<file path="src/verilog/sac_pkg.sv">
// Purpose: Shared constants for the converter control block
// Assumes: APB with 32-bit data, one aligned word per register
// Notes: Byte addresses below are word aligned
package sac_pkg;
  // ----------------------------------------------------------------
  // Register map
  // ----------------------------------------------------------------
  localparam logic [7:0] ADDR_CTRL0 = 8'h00;
  localparam logic [7:0] ADDR_CTRL1 = 8'h04;
  localparam logic [7:0] ADDR_RESULT = 8'h08;
  localparam logic [7:0] ADDR_FLAG = 8'h0c;
  localparam logic [7:0] ADDR_INTC = 8'h10;
  localparam logic [7:0] ADDR_STATUS = 8'h14;
  // ----------------------------------------------------------------
  // Field positions
  // ----------------------------------------------------------------
  localparam int CTRL0_ON = 0;
  localparam int CTRL0_GO = 1;
  localparam int CTRL0_CHAN = 2;
  localparam int CTRL1_REF = 0;
  localparam int CTRL1_CSEL = 4;
  localparam int FLAG_DONE = 0;
  localparam int FLAG_IE = 1;
  localparam int INTC_PERIPHERAL_IRQ_ENABLE = 0;
  localparam int INTC_GIE = 1;
  // ----------------------------------------------------------------
  // Reset values
  // ----------------------------------------------------------------
  localparam logic [3:0] RST_CHAN = 4'h0;
  localparam logic [1:0] RST_REF = 2'h0;
  localparam logic [2:0] RST_CSEL = 3'h0;
  localparam logic [7:0] RST_RESULT = 8'h00;
  // ----------------------------------------------------------------
  // Timing
  // ----------------------------------------------------------------
  localparam logic [3:0] CONV_TADS = 4'ha;
  localparam logic [3:0] TAD_LAST = 4'h9;
  localparam logic [7:0] INSTR_CYCLES = 8'h04;
  localparam logic [7:0] SAR_FIRST_TRIAL = 8'h80;
  typedef enum logic [1:0] {ST_IDLE, ST_WAIT, ST_CONV} sac_state_t;

  // Divide ratio of a clock select code, zero for the RC source
  function automatic logic [6:0] sac_ratio(input logic [2:0] sel);
    logic [6:0] r;
    r = 7'h00;
    case (sel)
      3'h0: r = 7'h02;
      3'h4: r = 7'h04;
      3'h1: r = 7'h08;
      3'h5: r = 7'h10;
      3'h2: r = 7'h20;
      3'h6: r = 7'h40;
      default: r = 7'h00;
    endcase
    return r;
  endfunction : sac_ratio

  function automatic logic sac_is_rc(input logic [2:0] sel);
    return sel[1:0] == 2'h3;
  endfunction : sac_is_rc
endpackage : sac_pkg

</file>
<file path="src/verilog/sac_ctrl.sv">
// Purpose: APB controlled 8-bit successive approximation sequencer
// Assumes: Comparator and RC clock arrive asynchronously on pins
// Notes: One bit period is one tick of the selected conversion clock
module sac_ctrl import sac_pkg::*; #(
  parameter logic [7:0] INSTR_WAIT = INSTR_CYCLES
) (
  input wire logic mclk,
  input wire logic rst,
  input wire logic [7:0] paddr,
  input wire logic psel,
  input wire logic penable,
  input wire logic pwrite,
  input wire logic [31:0] pwdata,
  output logic [31:0] prdata,
  output logic pready,
  output logic pslverr,
  input wire logic cmp_in,
  input wire logic rc_clk,
  input wire logic sleep,
  output logic [3:0] chan_sel,
  output logic [1:0] ref_sel,
  output logic [7:0] dac_code,
  output logic sample,
  output logic adc_power,
  output logic irq,
  output logic wake,
  output logic vector_req
);
  // ----------------------------------------------------------------
  // State
  // ----------------------------------------------------------------
  typedef struct packed {
    logic pready;
    logic pslverr;
    logic [31:0] prdata;
    logic on;
    logic go;
    logic [3:0] chan;
    logic [1:0] refs;
    logic [2:0] csel;
    logic flag;
    logic ie;
    logic global_irq_enable;
    logic peripheral_irq_enable;
    logic [7:0] result;
    logic [7:0] sar;
    logic [7:0] dac;
    sac_state_t st;
    logic [3:0] bit_conversion_period;
    logic [7:0] wcnt;
    logic sleep_off;
    logic power;
    logic sample;
    logic irq;
    logic wake;
    logic vec;
    logic rc_prev;
  } sac_ctrl_t;
  sac_ctrl_t s, next_s;

  logic [1:0] sync_q;
  logic cmp_s;
  logic rc_s;
  logic rc_rise;
  logic tick;
  logic setup;
  logic wr;
  logic start;
  logic abort;
  logic done;
  logic rc_mode;
  logic [2:0] bitn;

  function automatic logic mapped(input logic [7:0] a);
    return a == ADDR_CTRL0 || a == ADDR_CTRL1 || a == ADDR_RESULT ||
      a == ADDR_FLAG || a == ADDR_INTC || a == ADDR_STATUS;
  endfunction : mapped

  sac_sync #(.W(2)) u_sync (
    .mclk(mclk),
    .rst(rst),
    .d({rc_clk, cmp_in}),
    .q(sync_q)
  );
  assign cmp_s = sync_q[0];
  assign rc_s = sync_q[1];
  assign rc_rise = rc_s && !s.rc_prev;

  sac_div u_div (
    .mclk(mclk),
    .rst(rst),
    .run(s.st == ST_CONV),
    .sel(s.csel),
    .rc_rise(rc_rise),
    .tick(tick)
  );

  // ----------------------------------------------------------------
  // Bus and sequencer
  // ----------------------------------------------------------------
  assign setup = psel && !penable;
  assign wr = psel && penable && s.pready && pwrite;
  assign rc_mode = sac_is_rc(s.csel);
  assign bitn = 3'(4'h8 - s.bit_conversion_period);
  assign done = s.st == ST_CONV && tick && s.bit_conversion_period == TAD_LAST;
  // Start needs the converter already on before this write
  assign start = wr && paddr == ADDR_CTRL0 && pwdata[CTRL0_GO] &&
    !s.go && s.on && pwdata[CTRL0_ON];
  assign abort = s.go && ((wr && paddr == ADDR_CTRL0 &&
    (!pwdata[CTRL0_GO] || !pwdata[CTRL0_ON])) ||
    (sleep && !rc_mode));

  always_comb begin
    next_s = s;
    next_s.pready = 1'b1;
    next_s.rc_prev = rc_s;
    if (setup) begin
      next_s.pslverr = !mapped(paddr);
      next_s.prdata = 32'h00000000;
      if (paddr == ADDR_CTRL0) begin
        next_s.prdata[CTRL0_ON] = s.on;
        next_s.prdata[CTRL0_GO] = s.go;
        next_s.prdata[CTRL0_CHAN +: 4] = s.chan;
      end else if (paddr == ADDR_CTRL1) begin
        next_s.prdata[CTRL1_REF +: 2] = s.refs;
        next_s.prdata[CTRL1_CSEL +: 3] = s.csel;
      end else if (paddr == ADDR_RESULT) begin
        next_s.prdata[7:0] = s.result;
      end else if (paddr == ADDR_FLAG) begin
        next_s.prdata[FLAG_DONE] = s.flag;
        next_s.prdata[FLAG_IE] = s.ie;
      end else if (paddr == ADDR_INTC) begin
        next_s.prdata[INTC_PERIPHERAL_IRQ_ENABLE] = s.peripheral_irq_enable;
        next_s.prdata[INTC_GIE] = s.global_irq_enable;
      end else if (paddr == ADDR_STATUS) begin
        next_s.prdata[7:0] = s.sar;
      end
    end
    if (wr) begin
      if (paddr == ADDR_CTRL0) begin
        next_s.on = pwdata[CTRL0_ON];
        next_s.chan = pwdata[CTRL0_CHAN +: 4];
      end else if (paddr == ADDR_CTRL1) begin
        next_s.refs = pwdata[CTRL1_REF +: 2];
        next_s.csel = pwdata[CTRL1_CSEL +: 3];
      end else if (paddr == ADDR_FLAG) begin
        if (!pwdata[FLAG_DONE]) begin
          next_s.flag = 1'b0;
        end
        next_s.ie = pwdata[FLAG_IE];
      end else if (paddr == ADDR_INTC) begin
        next_s.peripheral_irq_enable = pwdata[INTC_PERIPHERAL_IRQ_ENABLE];
        next_s.global_irq_enable = pwdata[INTC_GIE];
      end
    end
    case (s.st)
      ST_IDLE: begin
        if (start) begin
          next_s.go = 1'b1;
          next_s.sar = 8'h00;
          next_s.dac = SAR_FIRST_TRIAL;
          next_s.bit_conversion_period = 4'h0;
          next_s.wcnt = INSTR_WAIT;
          // RC start is held back so a sleep can slip in first
          next_s.st = rc_mode ? ST_WAIT : ST_CONV;
        end
      end
      ST_WAIT: begin
        if (abort) begin
          next_s.go = 1'b0;
          next_s.st = ST_IDLE;
        end else if (s.wcnt <= 8'h01) begin
          next_s.st = ST_CONV;
        end else begin
          next_s.wcnt = s.wcnt - 8'h01;
        end
      end
      ST_CONV: begin
        if (abort) begin
          // Partial value stays in sar, result untouched
          next_s.go = 1'b0;
          next_s.sample = 1'b1;
          next_s.st = ST_IDLE;
        end else if (done) begin
          next_s.result = s.sar;
          next_s.go = 1'b0;
          next_s.flag = 1'b1;
          next_s.sample = 1'b1;
          next_s.dac = 8'h00;
          next_s.st = ST_IDLE;
          if (sleep && !s.ie) begin
            next_s.sleep_off = 1'b1;
          end
        end else if (tick) begin
          next_s.bit_conversion_period = s.bit_conversion_period + 4'h1;
          if (s.bit_conversion_period == 4'h0) begin
            next_s.sample = 1'b0;
          end else if (s.bit_conversion_period <= 4'h8) begin
            next_s.sar[bitn] = cmp_s;
            next_s.dac = next_s.sar;
            if (bitn != 3'h0) begin
              next_s.dac[bitn - 3'h1] = 1'b1;
            end
          end
        end
      end
      default: begin
        next_s.st = ST_IDLE;
      end
    endcase
    if (!sleep) begin
      next_s.sleep_off = 1'b0;
    end else if (!rc_mode) begin
      next_s.sleep_off = 1'b1;
    end
    next_s.power = next_s.on && !next_s.sleep_off;
    next_s.irq = next_s.flag && next_s.ie;
    next_s.wake = next_s.irq && sleep;
    // Vector only with both enables; otherwise execution resumes inline
    next_s.vec = next_s.irq && next_s.global_irq_enable && next_s.peripheral_irq_enable;
  end

  always_ff @(posedge mclk or posedge rst) begin
    if (rst) begin
      s <= '0;
      s.chan <= RST_CHAN;
      s.refs <= RST_REF;
      s.csel <= RST_CSEL;
      s.result <= RST_RESULT;
      s.sample <= 1'b1;
      s.st <= ST_IDLE;
    end else begin
      s <= next_s;
    end
  end

  assign prdata = s.prdata;
  assign pready = s.pready;
  assign pslverr = s.pslverr;
  assign chan_sel = s.chan;
  assign ref_sel = s.refs;
  assign dac_code = s.dac;
  assign sample = s.sample;
  assign adc_power = s.power;
  assign irq = s.irq;
  assign wake = s.wake;
  assign vector_req = s.vec;

  logic [4:0] tick_cnt;
  logic [7:0] gap;
  always_ff @(posedge mclk or posedge rst) begin
    if (rst) begin
      tick_cnt <= 5'h00;
      gap <= 8'h00;
    end else begin
      tick_cnt <= start ? 5'h00 : tick_cnt + 5'(tick);
      gap <= (tick || s.st != ST_CONV) ? 8'h00 : gap + 8'h01;
    end
  end
endmodule : sac_ctrl

</file>
<file path="src/verilog/sac_div.sv">
// Purpose: Bit period tick from a divided mclk or the RC oscillator
// Assumes: rc_rise is a one-cycle pulse on each RC rising edge
// Notes: Counter restarts whenever run is low
module sac_div import sac_pkg::*; (
  input wire logic mclk,
  input wire logic rst,
  input wire logic run,
  input wire logic [2:0] sel,
  input wire logic rc_rise,
  output logic tick
);
  typedef struct packed {
    logic [6:0] cnt;
    logic tick;
  } sac_div_t;
  sac_div_t s, next_s;
  logic [6:0] ratio;

  always_comb begin
    ratio = sac_ratio(sel);
    next_s = s;
    next_s.tick = 1'b0;
    if (!run) begin
      next_s.cnt = 7'h00;
    end else if (sac_is_rc(sel)) begin
      next_s.tick = rc_rise;
    end else if (s.cnt == ratio - 7'h01) begin
      next_s.cnt = 7'h00;
      next_s.tick = 1'b1;
    end else begin
      next_s.cnt = s.cnt + 7'h01;
    end
  end

  always_ff @(posedge mclk or posedge rst) begin
    if (rst) begin
      s <= '0;
    end else begin
      s <= next_s;
    end
  end

  assign tick = s.tick;
endmodule : sac_div

</file>
<file path="src/verilog/sac_sync.sv">
// Purpose: Two-flop synchroniser for levels from outside the clock
// Assumes: Inputs change slowly compared with mclk
// Notes: First stage is read only by the second
module sac_sync #(
  parameter int W = 2
) (
  input wire logic mclk,
  input wire logic rst,
  input wire logic [W-1:0] d,
  output logic [W-1:0] q
);
  typedef struct packed {
    logic [W-1:0] meta;
    logic [W-1:0] q;
  } sac_sync_t;
  sac_sync_t s, next_s;

  always_comb begin
    next_s.meta = d;
    next_s.q = s.meta;
  end

  always_ff @(posedge mclk or posedge rst) begin
    if (rst) begin
      s <= '0;
    end else begin
      s <= next_s;
    end
  end

  assign q = s.q;
endmodule : sac_sync
</file>
<file path="config.mk">
export PLATFORM = sky130hd
export DESIGN_NAME = sac_ctrl
export DESIGN_NICKNAME = d
export VERILOG_FILES = /design/src/verilog/sac_pkg.sv /design/src/verilog/sac_ctrl.sv /design/src/verilog/sac_div.sv /design/src/verilog/sac_sync.sv
export SDC_FILE = /design/constraint.sdc
export NUM_CORES = 1
export LEC_CHECK = 0
export BUFFER_PORTS_ARGS = -buffer_cell sky130_fd_sc_hd__buf_2
export CAP_MARGIN = 15
export CORE_ASPECT_RATIO = 1.4
export CORE_MARGIN = 5
export CORE_UTILIZATION = 45
export DETAILED_ROUTE_END_ITERATION = 10
export GPL_ROUTABILITY_DRIVEN = 1
export PLACE_DENSITY = 0.68
export SYNTH_ARGS = -nofsm -noshare
export SYNTH_HDL_FRONTEND = slang
export SYNTH_SLANG_ARGS = --single-unit
export TNS_END_PERCENT = 20
</file>
<file path="constraint.sdc">
create_clock -name mclk -period 3.8 [get_ports mclk]
set_clock_uncertainty 0.1 [all_clocks]
set_input_delay 0.76 -clock mclk [delete_from_list [all_inputs] [get_ports mclk]]
set_output_delay 0.76 -clock mclk [all_outputs]
set_load 0.02 [all_outputs]
</file>
==> metrics.log <==
INFO  metric muxShareOfSynthArea = 7.04%
INFO  metric drcViolationCount = 0
INFO  metric timing.critical_path.arrival = 2.97 ns
INFO  metric cts.hold.buffers_added = 0
INFO  metric worst_slew_pin_slew = 0.842 ns
INFO  metric worst_hold_slack = 0.249 ns
INFO  metric syn_inst = 520
INFO  metric antenna_found_initial = 0
INFO  metric track_usage = 17.8%
INFO  metric htree_num_levels = 3
INFO  metric gp_congestion = 0.862
INFO  metric path_cells = buf_2 > or3_1 > or3_1 > nor3b_2 > buf_4 > and2_0 > mux2_2
INFO  metric antenna-diode-count = 0
INFO  metric critical_path.max_fanout = 7
INFO  metric synth_compound_gate_area_share = 16.2%
INFO  metric synthDistinctLibCells = 63
INFO  metric share_of_cells_above_drive_strength_1 = 21.4%
INFO  metric async_reset_ff_share = 100%
INFO  metric final_number_of_hold_violating_endpoints = 0
INFO  metric root_buffer = sky130_fd_sc_hd__clkbuf_16
INFO  metric cts_setup_buffers = 0
INFO  metric synth-seq-area-share = 42.3%
INFO  metric netlist_top_cells_count = sky130_fd_sc_hd__dfrtp_1, sky130_fd_sc_hd__nand2_1, sky130_fd_sc_hd__nor2_1
INFO  metric pwr-share-clk = 48.9%
INFO  metric critPathBufInv = 2
INFO  metric worst_setup_hold_path_clk_slew = 0.06 ns
INFO  metric finalNetCount = 609
INFO  metric cts.path.max_buffers = 2
INFO  metric synth_enable_flop_cells = 0
INFO  metric place.detailed.hpwl = 8.27 mm
INFO  metric placement.setup.worst_slack = 0.602 ns
INFO  metric ys_ff_latch = 82
INFO  metric power.ir.vdd_worst = 0.205 mV
INFO  metric power.switching = 457 uW
INFO  metric timing.critical_path.slowest_cell_delay = 0.47 ns
INFO  metric cts_inserted_buffers = 9
INFO  metric synth.area.top_cells = sky130_fd_sc_hd__dfrtp_1, sky130_fd_sc_hd__buf_4, sky130_fd_sc_hd__nand2_1
INFO  metric hold_path.startpoint = u_sync.next_s[1]
INFO  metric status = finished clean
INFO  metric clock-sinks = 82
INFO  metric initialDrtViolationCount = 220
INFO  metric yosys_most_used_dff = sky130_fd_sc_hd__dfrtp_1
INFO  metric wl_cell = 16.1 um
INFO  metric synthAdderAreaFrac = 2.84%
INFO  metric via_count_of_the_first_global_routing_pass = 3998
INFO  metric timing.critical_path.to_type = flop
INFO  metric netSwitchingFraction = 22.9%
INFO  metric firstDrtPassIters = 5
INFO  metric timing.critical_path.slowest_stage_cell = sky130_fd_sc_hd__or3_1
INFO  metric numPortBuffers = 51
INFO  metric largest_family_of_logic_cells_by_synthesized_area = simple AND/OR/NAND/NOR gates
INFO  metric ctsResizeCount = 0
INFO  metric core_rows = 44
INFO  metric yosys_warning_total = 0
INFO  metric rr_endpoint = s[31]
INFO  metric r2r_slack = 0.98 ns
INFO  metric synthSimpleGateAreaFrac = 19.2%
INFO  metric clk-insertion-delay-late = 0.34 ns
INFO  metric post-route-worst-setup-slack = 0.949 ns
INFO  metric synth-xor-area-share = 1.81%
INFO  metric seq_power_share = 45.1%
INFO  metric tritoncts = built
INFO  metric worstPathRequired = 3.92 ns
INFO  metric grt_start_max_net_pins = 49
INFO  metric critPathTopFamily = simple AND/OR/NAND/NOR gates
INFO  metric initial_util = 46.4%
INFO  metric worstHoldPathType = reg2reg
INFO  metric yosys.cell_count.top_type = sky130_fd_sc_hd__dfrtp_1
INFO  metric grt-ovfl-total = 0
INFO  metric boundaryPins = 101
INFO  metric startpoint_kind_of_the_worst_setup_timing_path = input port
INFO  metric power.share.combinational = 6.0%
INFO  metric grt_setup_unrepaired = no
INFO  metric synthDominantAreaCellType = sky130_fd_sc_hd__dfrtp_1
INFO  metric core_area = 10500 um2
INFO  metric powerDensity = 372 nW/um2
INFO  metric fmax = 351 MHz
INFO  metric min_to = u_sync.q[1]
INFO  metric worst_hold_path.num_cells = 0
INFO  metric final_antenna_net_count = 0
INFO  metric vias_per_cell = 5.52
INFO  metric min_period_over_period = 75.0%
INFO  metric yosys.area.top_type_share = 41.8%
INFO  metric route.vias.total = 3827
INFO  metric synth.avg_cell_area = 9.33 um2
INFO  metric power.total = 1990 uW
INFO  metric p_int = 1530 uW
INFO  metric timing_max_transition_violations_final = 0
INFO  metric die_w = 97.7 um
INFO  metric synth.cell_area = 4850 um2
INFO  metric worst_r2r_path_depth = 8
INFO  metric timing.slew.headroom = 43.8%
INFO  metric fin_crit = 2.85 ns
INFO  metric synthToLayoutAreaGrowth = 10.4%
INFO  metric totalNegativeSetupSlack = 0 ns
INFO  metric fp.dieH = 133 um
INFO  metric fp.dieArea = 13000 um2
INFO  metric critPathMostFrequentCell = sky130_fd_sc_hd__or3_1
INFO  metric max_cap_violations = 0
INFO  metric total_detailed_routing_wirelength = 11.2 mm
INFO  metric finalSetupViolations = 0
INFO  metric wire_length_of_the_first_global_routing_pass = 19.1 mm
INFO  metric leakagePower = 0.00255 uW
INFO  metric worstSetupPathType = in2reg
INFO  metric r2r-start = s[19]
-- worst max-delay path by stage --
stage	to	cells past startpoint	startpoint
after detailed placement	s[49]	7	paddr[5]
after global placement	ref_sel[1]	7	paddr[5]
after floorplan	adc_power	1	rst
after CTS	s[31]	8	s[19]
final	s[49]	7	paddr[5]
after global routing	s[31]	8	s[19]
-- power by group through the flow --
stage               Sequential [uW]  Combinational (uW)  Clock, uW
floorplan                       911                 112          0
global placement                913                 117          0
detailed placement              914                 121          0
CTS                             897                 121        994
global route                    898                 132       1030
finish                          898                 120        974
-- area by class of cell --
type	count	area [um2]
Clock buffer	11	253
Sequential cell	82	2050
Timing Repair Buffer	63	345
Multi-Input combinational cell	376	2380
Inverter	18	68.8
Clock inverter	5	86.3
Tap cell	138	173
Fill cell	966	5100
-- logic make-up after synthesis --
group           Yosys count
compound gates          116
xor+xnor                 10
fa+ha+maj                11
buf+inv                  85
flops                    82
mux                      28
other cells               2
simple gates            186
-- sequential cells by signal, indices dropped and copies added, names as in the netlist, 2 cells and up --
name,count
s,41
dac_code,8
prdata,8
u_div.s,7
chan_sel,4
ref_sel,2
u_sync.next_s,2
u_sync.q,2
-- placed cells by master, fill, tap and decap left out, types with 7 or more instances in the layout --
cell type,n
sky130_fd_sc_hd__dfrtp_1,81
sky130_fd_sc_hd__nand2_1,56
sky130_fd_sc_hd__buf_2,51
sky130_fd_sc_hd__nor2_1,48
sky130_fd_sc_hd__o21ai_0,27
sky130_fd_sc_hd__conb_1,25
sky130_fd_sc_hd__a21oi_1,24
sky130_fd_sc_hd__inv_1,16
sky130_fd_sc_hd__mux2_2,16
sky130_fd_sc_hd__nand3_1,13
sky130_fd_sc_hd__buf_4,12
sky130_fd_sc_hd__ha_1,11
sky130_fd_sc_hd__nor3_1,9
sky130_fd_sc_hd__clkbuf_16,9
sky130_fd_sc_hd__a31oi_1,8
sky130_fd_sc_hd__nand2b_1,8
sky130_fd_sc_hd__mux2_4,8
sky130_fd_sc_hd__nand4_1,7
sky130_fd_sc_hd__and3_1,7
sky130_fd_sc_hd__xor2_1,7
sky130_fd_sc_hd__o31ai_1,7
sky130_fd_sc_hd__nor2b_1,7
sky130_fd_sc_hd__a221oi_1,7
-- metal layers --
layer  up-vias  track usage [%]  routed length [um]
met2        94             33.3                6030
met1      1884             19.8                4410
li1       1829                -                   -
met5         -                0                   0
met4         0             6.39                 229
met3        20             3.48                 489
-- stage by stage --
step | cell area, um2 | cells | utilization, %
floorplan | 4940 | 543 | -
global route | 5360 | 693 | 51.2
global placement | 5020 | 677 | 48.0
CTS | 5360 | 693 | 51.2
finish | 5360 | 693 | 51.2
detailed placement | 5020 | 677 | 48.0
Power figures use the tool's default switching activity.
